## config.mk

```make
export PLATFORM = sky130hd
export DESIGN_NAME = status_led_combiner
export DESIGN_NICKNAME = d
export VERILOG_FILES = /design/src/rtl/blink_phase.v /design/src/rtl/status_led_combiner.v
export VERILOG_INCLUDE_DIRS = /design/src /design/src/pkg
export SDC_FILE = /design/constraint.sdc
export NUM_CORES = 1
export LEC_CHECK = 0
export BUFFER_PORTS_ARGS = -buffer_cell sky130_fd_sc_hd__buf_2
export CAP_MARGIN = 20
export CORE_ASPECT_RATIO = 1.25
export CORE_UTILIZATION = 60
export DETAILED_ROUTE_END_ITERATION = 10
export PLACE_DENSITY = 0.89
export SKIP_LAST_GASP = 1
export SLEW_MARGIN = 20
export SYNTH_ARGS = -nofsm -noshare
export SYNTH_HDL_FRONTEND = slang
export SYNTH_HIERARCHICAL = 1
export SYNTH_SLANG_ARGS = --single-unit
```

## constraint.sdc

```tcl
create_clock -name CLOCK -period 4.06 [get_ports CLOCK]
set_input_delay 0.812 -clock CLOCK [delete_from_list [all_inputs] [get_ports CLOCK]]
set_output_delay 0.812 -clock CLOCK [all_outputs]
set_load 0.05 [all_outputs]
```

## src/pkg/led_combiner_regs.vh

```
`ifndef LED_COMBINER_REGS_VH
`define LED_COMBINER_REGS_VH

// block state codes reported by each internal block
`define BLK_OFF 3'h0
`define BLK_START 3'h1
`define BLK_OK 3'h2
`define BLK_FAULT 3'h3
`define BLK_WAIT 3'h4
`define BLK_LOAD 3'h5
`define BLK_STATE_W 3

// control block activity codes
`define ACT_PASSIVE 2'h0
`define ACT_READY 2'h1
`define ACT_ACTIVE 2'h2
`define ACT_W 2

// blink half period in ns and derived cycle count at 25 MHz (40 ns)
`define BLINK_HALF_NS 250000000
`define CLK_PERIOD_NS 40
`define BLINK_HALF_CYC (`BLINK_HALF_NS / `CLK_PERIOD_NS)

// reset pulse width to the control blocks, in ns, least time
`define RST_PULSE_NS 1000
`define RST_PULSE_CYC ((`RST_PULSE_NS + `CLK_PERIOD_NS - 1) / `CLK_PERIOD_NS)

`endif

```

## src/rtl/blink_phase.v

```verilog
`timescale 1ns/1ps
`include "led_combiner_regs.vh"
// shared blink phase generator: one toggling phase for every blinking led
module blink_phase #(
    parameter HALF_CYC = `BLINK_HALF_CYC,
    parameter CNT_W = 24
) (
    input wire clk,
    input wire arst_n,
    output reg phase_r
);
    reg [CNT_W-1:0] cnt_r;
    reg [CNT_W-1:0] cnt_nxt;

    // free running divider; phase flips every half period
    always @* begin
        if (cnt_r == HALF_CYC[CNT_W-1:0] - {{(CNT_W-1){1'b0}}, 1'b1}) begin
            cnt_nxt = {CNT_W{1'b0}};
        end else begin
            cnt_nxt = cnt_r + {{(CNT_W-1){1'b0}}, 1'b1};
        end
    end

    always @(posedge clk or negedge arst_n) begin
        if (!arst_n) begin
            cnt_r <= {CNT_W{1'b0}};
            phase_r <= 1'b0;
        end else begin
            cnt_r <= cnt_nxt;
            if (cnt_r == HALF_CYC[CNT_W-1:0] - {{(CNT_W-1){1'b0}}, 1'b1}) begin
                phase_r <= ~phase_r;
            end
        end
    end
endmodule

```

## src/rtl/status_led_combiner.v

```verilog
`timescale 1ns/1ps
`include "led_combiner_regs.vh"

module status_led_combiner #(
    parameter BLINK_HALF_CYC = `BLINK_HALF_CYC,
    parameter RST_PULSE_CYC = `RST_PULSE_CYC
) (
    input wire CLOCK,
    input wire ARST_N,
    input wire [2:0] CTRL0_STATE,
    input wire [2:0] CTRL1_STATE,
    input wire [2:0] ALARM_STATE,
    input wire [1:0] CTRL0_ACT,
    input wire [1:0] CTRL1_ACT,
    input wire CTRL1_PRESENT,
    input wire [2:0] RED_REQ,
    input wire [2:0] GREEN_REQ,
    input wire BUTTON_N,
    output reg LED_RED,
    output reg LED_GREEN,
    output reg SWAP_PULSE,
    output reg CTRL_RESET_N
);
    // pin synchroniser for the front panel button (active low)
    reg btn_s1_r;
    reg btn_s2_r;
    reg btn_d_r;
    // request and state inputs come from on-chip logic on CLOCK
    reg [7:0] rst_cnt_r;
    reg [7:0] rst_cnt_nxt;
    reg red_nxt;
    reg green_nxt;
    wire phase;
    wire press;
    wire any_fault;
    wire any_load;
    wire any_wait;
    wire any_start;
    wire all_ok;
    wire all_off;
    wire ctrl_bad;
    wire can_swap;
    wire req_red;
    wire req_green;
    // per block decode; ctrl1 terms are masked by its presence
    wire ctrl0_fault;
    wire ctrl0_off;
    wire ctrl0_start;
    wire ctrl0_ok;
    wire ctrl1_fault;
    wire ctrl1_off;
    wire ctrl1_start;
    wire ctrl1_ok;
    wire alarm_fault;
    wire alarm_off;
    wire alarm_start;
    wire alarm_ok;
    // roles of the redundant control pair
    wire ctrl0_active;
    wire ctrl0_ready;
    wire ctrl1_active;
    wire ctrl1_ready;

    // true when a block reports the given state
    function is_state;
        input [2:0] st;
        input [2:0] code;
        begin
            is_state = (st == code);
        end
    endfunction

    // true when a control block holds the given role
    function is_role;
        input [1:0] act;
        input [1:0] code;
        begin
            is_role = (act == code);
        end
    endfunction

    // one divider feeds both leds so their blinking never drifts apart
    blink_phase #(
        .HALF_CYC(BLINK_HALF_CYC),
        .CNT_W(24)
    ) u_blink (
        .clk(CLOCK),
        .arst_n(ARST_N),
        .phase_r(phase)
    );

    // two flops settle the asynchronous button, a third remembers the last level
    always @(posedge CLOCK or negedge ARST_N) begin
        if (!ARST_N) begin
            btn_s1_r <= 1'b1;
            btn_s2_r <= 1'b1;
            btn_d_r <= 1'b1;
        end else begin
            btn_s1_r <= BUTTON_N;
            btn_s2_r <= btn_s1_r;
            btn_d_r <= btn_s2_r;
        end
    end

    // press is the falling edge of the synchronised button
    assign press = btn_d_r & ~btn_s2_r;

    // control block 0 decode
    assign ctrl0_fault = is_state(CTRL0_STATE, `BLK_FAULT);
    assign ctrl0_off = is_state(CTRL0_STATE, `BLK_OFF);
    assign ctrl0_start = is_state(CTRL0_STATE, `BLK_START);
    assign ctrl0_ok = is_state(CTRL0_STATE, `BLK_OK);

    // an absent second control block is masked here, and all_ok and all_off test its presence again, so no summary trips on it
    assign ctrl1_fault = CTRL1_PRESENT & is_state(CTRL1_STATE, `BLK_FAULT);
    assign ctrl1_off = CTRL1_PRESENT & is_state(CTRL1_STATE, `BLK_OFF);
    assign ctrl1_start = CTRL1_PRESENT & is_state(CTRL1_STATE, `BLK_START);
    assign ctrl1_ok = CTRL1_PRESENT & is_state(CTRL1_STATE, `BLK_OK);

    // alarm bridge block decode
    assign alarm_fault = is_state(ALARM_STATE, `BLK_FAULT);
    assign alarm_off = is_state(ALARM_STATE, `BLK_OFF);
    assign alarm_start = is_state(ALARM_STATE, `BLK_START);
    assign alarm_ok = is_state(ALARM_STATE, `BLK_OK);

    // roles of the redundant pair, used only by the button
    assign ctrl0_active = is_role(CTRL0_ACT, `ACT_ACTIVE);
    assign ctrl0_ready = is_role(CTRL0_ACT, `ACT_READY);
    assign ctrl1_active = is_role(CTRL1_ACT, `ACT_ACTIVE);
    assign ctrl1_ready = is_role(CTRL1_ACT, `ACT_READY);

    // summaries; an absent block is fine and takes no part
    assign ctrl_bad = ctrl0_fault | ctrl0_off | ctrl1_fault | ctrl1_off;
    assign any_fault = ctrl0_fault | ctrl1_fault | alarm_fault;
    assign any_load = is_state(ALARM_STATE, `BLK_LOAD);
    assign any_wait = is_state(ALARM_STATE, `BLK_WAIT);
    assign any_start = ctrl0_start | ctrl1_start | alarm_start;
    assign all_ok = ctrl0_ok & alarm_ok & (~CTRL1_PRESENT | ctrl1_ok);
    // whole module asleep or unpowered: every fitted block reports off
    assign all_off = ctrl0_off & alarm_off & (~CTRL1_PRESENT | ctrl1_off);
    // absent block does not vote: its green counts as on, its red as off
    assign req_red = RED_REQ[0] | RED_REQ[2] | (CTRL1_PRESENT & RED_REQ[1]);
    assign req_green = GREEN_REQ[0] & GREEN_REQ[2] & (~CTRL1_PRESENT | GREEN_REQ[1]);
    // swap needs both blocks fitted, one active beside one ready, either way round
    assign can_swap = CTRL1_PRESENT
        & ((ctrl0_active & ctrl1_ready) | (ctrl1_active & ctrl0_ready));

    // led priority: off, fault, bad control block, download, wait, start, ok
    always @* begin
        red_nxt = req_red;
        green_nxt = req_green;
        if (all_off) begin
            red_nxt = 1'b0;
            green_nxt = 1'b0;
        end else if (any_fault) begin
            red_nxt = 1'b1;
            green_nxt = 1'b0;
        end else if (ctrl_bad) begin
            red_nxt = 1'b1;
            green_nxt = 1'b0;
        end else if (any_load) begin
            red_nxt = phase;
            green_nxt = phase;
        end else if (any_wait) begin
            red_nxt = req_red; // red left to the requests, on or off
            green_nxt = phase;
        end else if (any_start) begin
            red_nxt = 1'b1; // amber: both on
            green_nxt = 1'b1;
        end else if (all_ok) begin
            red_nxt = 1'b0;
            green_nxt = 1'b1;
        end else begin
            red_nxt = req_red; // mixed states follow the requests
            green_nxt = req_green;
        end
    end

    // reset stretch counter: holds the control block reset for a minimum width
    // a press without a swap pair during a running pulse reloads the count, so the pulse restarts
    always @* begin
        if (press && !can_swap) begin
            rst_cnt_nxt = RST_PULSE_CYC[7:0];
        end else if (rst_cnt_r != 8'h00) begin
            rst_cnt_nxt = rst_cnt_r - 8'h01;
        end else begin
            rst_cnt_nxt = 8'h00;
        end
    end

    // every led comes straight from a flop; leds follow the inputs by one clock
    always @(posedge CLOCK or negedge ARST_N) begin
        if (!ARST_N) begin
            LED_RED <= 1'b0;
            LED_GREEN <= 1'b0;
        end else begin
            LED_RED <= red_nxt;
            LED_GREEN <= green_nxt;
        end
    end

    // button actions: one swap pulse or one stretched reset per press
    always @(posedge CLOCK or negedge ARST_N) begin
        if (!ARST_N) begin
            SWAP_PULSE <= 1'b0;
            CTRL_RESET_N <= 1'b1;
            rst_cnt_r <= 8'h00;
        end else begin
            SWAP_PULSE <= press & can_swap;
            rst_cnt_r <= rst_cnt_nxt;
            CTRL_RESET_N <= (rst_cnt_nxt == 8'h00);
        end
    end
endmodule
```

==> impl_results.md <==
- Status: completed
- Critical Setup Path Class: reg -> reg
- Most common cell after layout, fill and taps aside: dfrtp_1
- Routed WL: 3.89 mm
- Synth-to-layout area growth: 12.4%
- DRT iter0 DRCs: 39
- Setup Slack @ Placement: 2.04 ns
- DIE AREA: 3700 um^2
- TritonCTS clock tree: done
- Hold EP: btn_s2_r
- Clk_skew: 0.0125 ns
- Post-CTS Setup Bufs: 0
- Area contributors post-synth: dfrtp_1 (43%), xnor2_1 (6.3%), dfstp_2 (5.1%), nor2_1 (3.4%), xor2_1 (3.4%)
- Starting utilization of the core area: 0.638
- Cell count of the worst reg-to-reg path: 3
- HPWL Detailed: about 2.8 mm
- Setup TNS: 0 ns
- Layout cells sized above 1: 0.200
- VDD IR max: 0.000321 V
- RR Endpoint: rst_cnt_r[3]
- Slowest cell on crit path: or4_4
- Final Max Tran Viols: 0
- Worst Path Required: 4.20 ns
- Post-synth ARST share: 1.00
- Power Internal: 0.633 mW
- Core Box Area: 3250 um^2
- ANT cells: 0
- Hold Slack: 0.359 ns
- Mapped cell area: 2070 um^2
- Initial antenna violation count: 0
- Post-synth top area share: 0.435
- DR vias/cell: 5.85
- Post-route setup slack: 2.10 ns
- Worst-Margin Slew: 0.837 ns
- Critical Path AT: 2.10 ns
- Prevailing post-synth register cell: dfrtp_1
- Io pins: 27
- #FFs+latches synth: 40
- First-pass GRT wire length: 6.14 mm
- Cts bufs inserted: 5
- Row count: 23
- CTS max path bufs: 2
- Pin count of the biggest net entering global routing: 41
- Critical Path Max Stage Delay: 0.58 ns
- Number of flops mapped to enable cells by yosys: 0
- Drt wl/cell: about 14 um
- Worst R2R Start: rst_cnt_r[3]
- Leading area contributor after synthesis: dfrtp_1
- Worst hold start: btn_s1_r
- Gpl congestion: 0.785
- DRC Markers: 0
- Initial DRT Pass Iterations: 4
- Post-layout min period: 1.96 ns
- Die width: 54.6 um
- Hold depth: 0
- Die height: 67.7 um
- NetSw: 0.259 mW
- Switching share of power: 0.291
- Unique masters post-synth: 43
- Syn avg cell area: 10.1 um^2
- Leak pwr: 0.985 nW
- Via count: 1591
- H-tree lvl count: 2
- Number of global-route vias before repair: 1428
- Cell breakdown of the critical path: or4_4 > nor4b_1 > o21ai_0
- Final cycle utilization of the critical path: 0.484
- Cells after Synth: a little over 200
- Yosys synthesis warning count: 6
- PortBufs: 26
- HP Class: reg -> reg
- Fin nets: 260
- Setup crit end kind: flop
- Worst-path clk slew: 0.08 ns
- Final setup viols: 0
- Top Family by Delay on Critical Path: simple AND/OR/NAND/NOR gates
- Maxcap violations: 0
- Register area share after synthesis: 0.485
- Clk network pwr share: 0.309
- Logic gate share of total power: 0.169
- Setup crit start kind: flop
- FF-to-FF setup slack: 2.10 ns
- Gr usage total: 0.240
- PwrDens: 383 nW/um^2
- Post-route ant nets: 0
- Seq pwr share: 0.522
- Root Buffer: clkbuf_8
- Clk Latency, worst-skew pair: 0.29 ns
- Hold Fails Final Rpt: 0
- Hold_buf cts: 0
- F_max: 509 MHz
- GRT overflow: 0
- RSZ-0062 raised after global routing: false
- Buf+Inv Stages, Crit Path: 0
- CP Max Fanout: 7
- Post-Synthesis Net Count: 231
- Most frequent cells in the layout: dfrtp_1 (36), buf_2 (26), nor2_1 (19), xnor2_1 (15), nand2_1 (12)
- Max-Slew Margin vs Limit: 0.442
- Clock sinks: 40
- CTS resizes: 0
cells in the mapped netlist, types with 6 or more instances:
| cell type | instances |
|---|---|
| nor2_1 | 19 |
| nand2_1 | 12 |
| dfrtp_1 | 36 |
| nand3_1 | 7 |
| o21ai_0 | 10 |
| nand2b_1 | 6 |
| xor2_1 | 8 |
| a21oi_1 | 10 |
| nor3_1 | 8 |
| nand4_1 | 11 |
| inv_1 | 6 |
| xnor2_1 | 15 |
flip-flops by register name, summed over array words and instances, names as in the netlist:
register,flops
LED_GREEN,1
SWAP_PULSE,1
u_blink/cnt_r,24
btn_s1_r,1
u_blink/phase_r,1
btn_s2_r,1
btn_d_r,1
LED_RED,1
rst_cnt_r,8
CTRL_RESET_N,1
metal layers:
metal | wire [um] | share of wire | track usage | vias up
li1 | - | - | - | 809
met1 | 1700 | 0.44 | 0.299 | 731
met2 | 1960 | 0.50 | 0.369 | 37
met3 | 122 | 0.031 | 0.0676 | 14
met4 | 108 | 0.028 | 0.131 | 0
met5 | 0 | 0 | 0 | -
cells by family (layout without fill, tap and decap cells):
group / count (synthesis) / count (layout) / share of synthesized area
adder cells (fa/ha/maj): 3 / 3 / 0.0181
flip-flops: 40 / 40 / 0.485
AO/OA/AOI/OAI: 33 / 33 / 0.0984
AND/OR/NAND/NOR: 96 / 96 / 0.282
buffers and inverters: 10 / 40 / 0.0193
XOR/XNOR: 23 / 23 / 0.0972
worst reg2reg max path, cell delays in order (launching register included):
cell and delay, ns:
dfrtp_1 0.46, or4_4 0.58, nor4b_1 0.53, o21ai_0 0.24
layout make-up:
cell class | count | area (um^2)
repair buffers | 26 | 130
flip-flops and latches | 40 | 1010
clock buffers | 6 | 82.6
fillers | 241 | 922
clock inverters | 2 | 15.0
well taps | 37 | 46.3
inverters | 6 | 22.5
multi-input cells | 155 | 1030
worst max path at each step:
| stage | start | to | cells past startpoint |
|---|---|---|---|
| 3_5_place_dp | ALARM_STATE[0] | LED_RED | 5 |
| 6_report | rst_cnt_r[3] | rst_cnt_r[3] | 3 |
| 2_1_floorplan | u_blink/cnt_r[0] | u_blink/cnt_r[10] | 7 |
| 4_1_cts | u_blink/cnt_r[0] | u_blink/cnt_r[9] | 5 |
| 3_3_place_gp | u_blink/cnt_r[0] | u_blink/phase_r | 5 |
| 5_1_grt | u_blink/cnt_r[0] | u_blink/cnt_r[9] | 5 |
power groups by stage:
stage	clock network, mW	logic [mW]	registers (mW)
detailed placement	0	0.147	0.473
global route	0.296	0.174	0.472
floorplan	0	0.0962	0.474
global placement	0	0.143	0.472
finish	0.276	0.151	0.465
CTS	0.283	0.152	0.465
through the flow:
step | utilization | instances | instance area, um^2 | power, mW
final | 0.716 | 272 | 2330 | 0.892
after global routing | 0.716 | 272 | 2330 | 0.942
after CTS | 0.716 | 272 | 2330 | 0.900
after detailed placement | 0.686 | 264 | 2230 | 0.620
after global placement | 0.686 | 264 | 2230 | 0.615
after floorplan | - | 205 | 2070 | 0.570
Power figures use the tool's default switching activity.
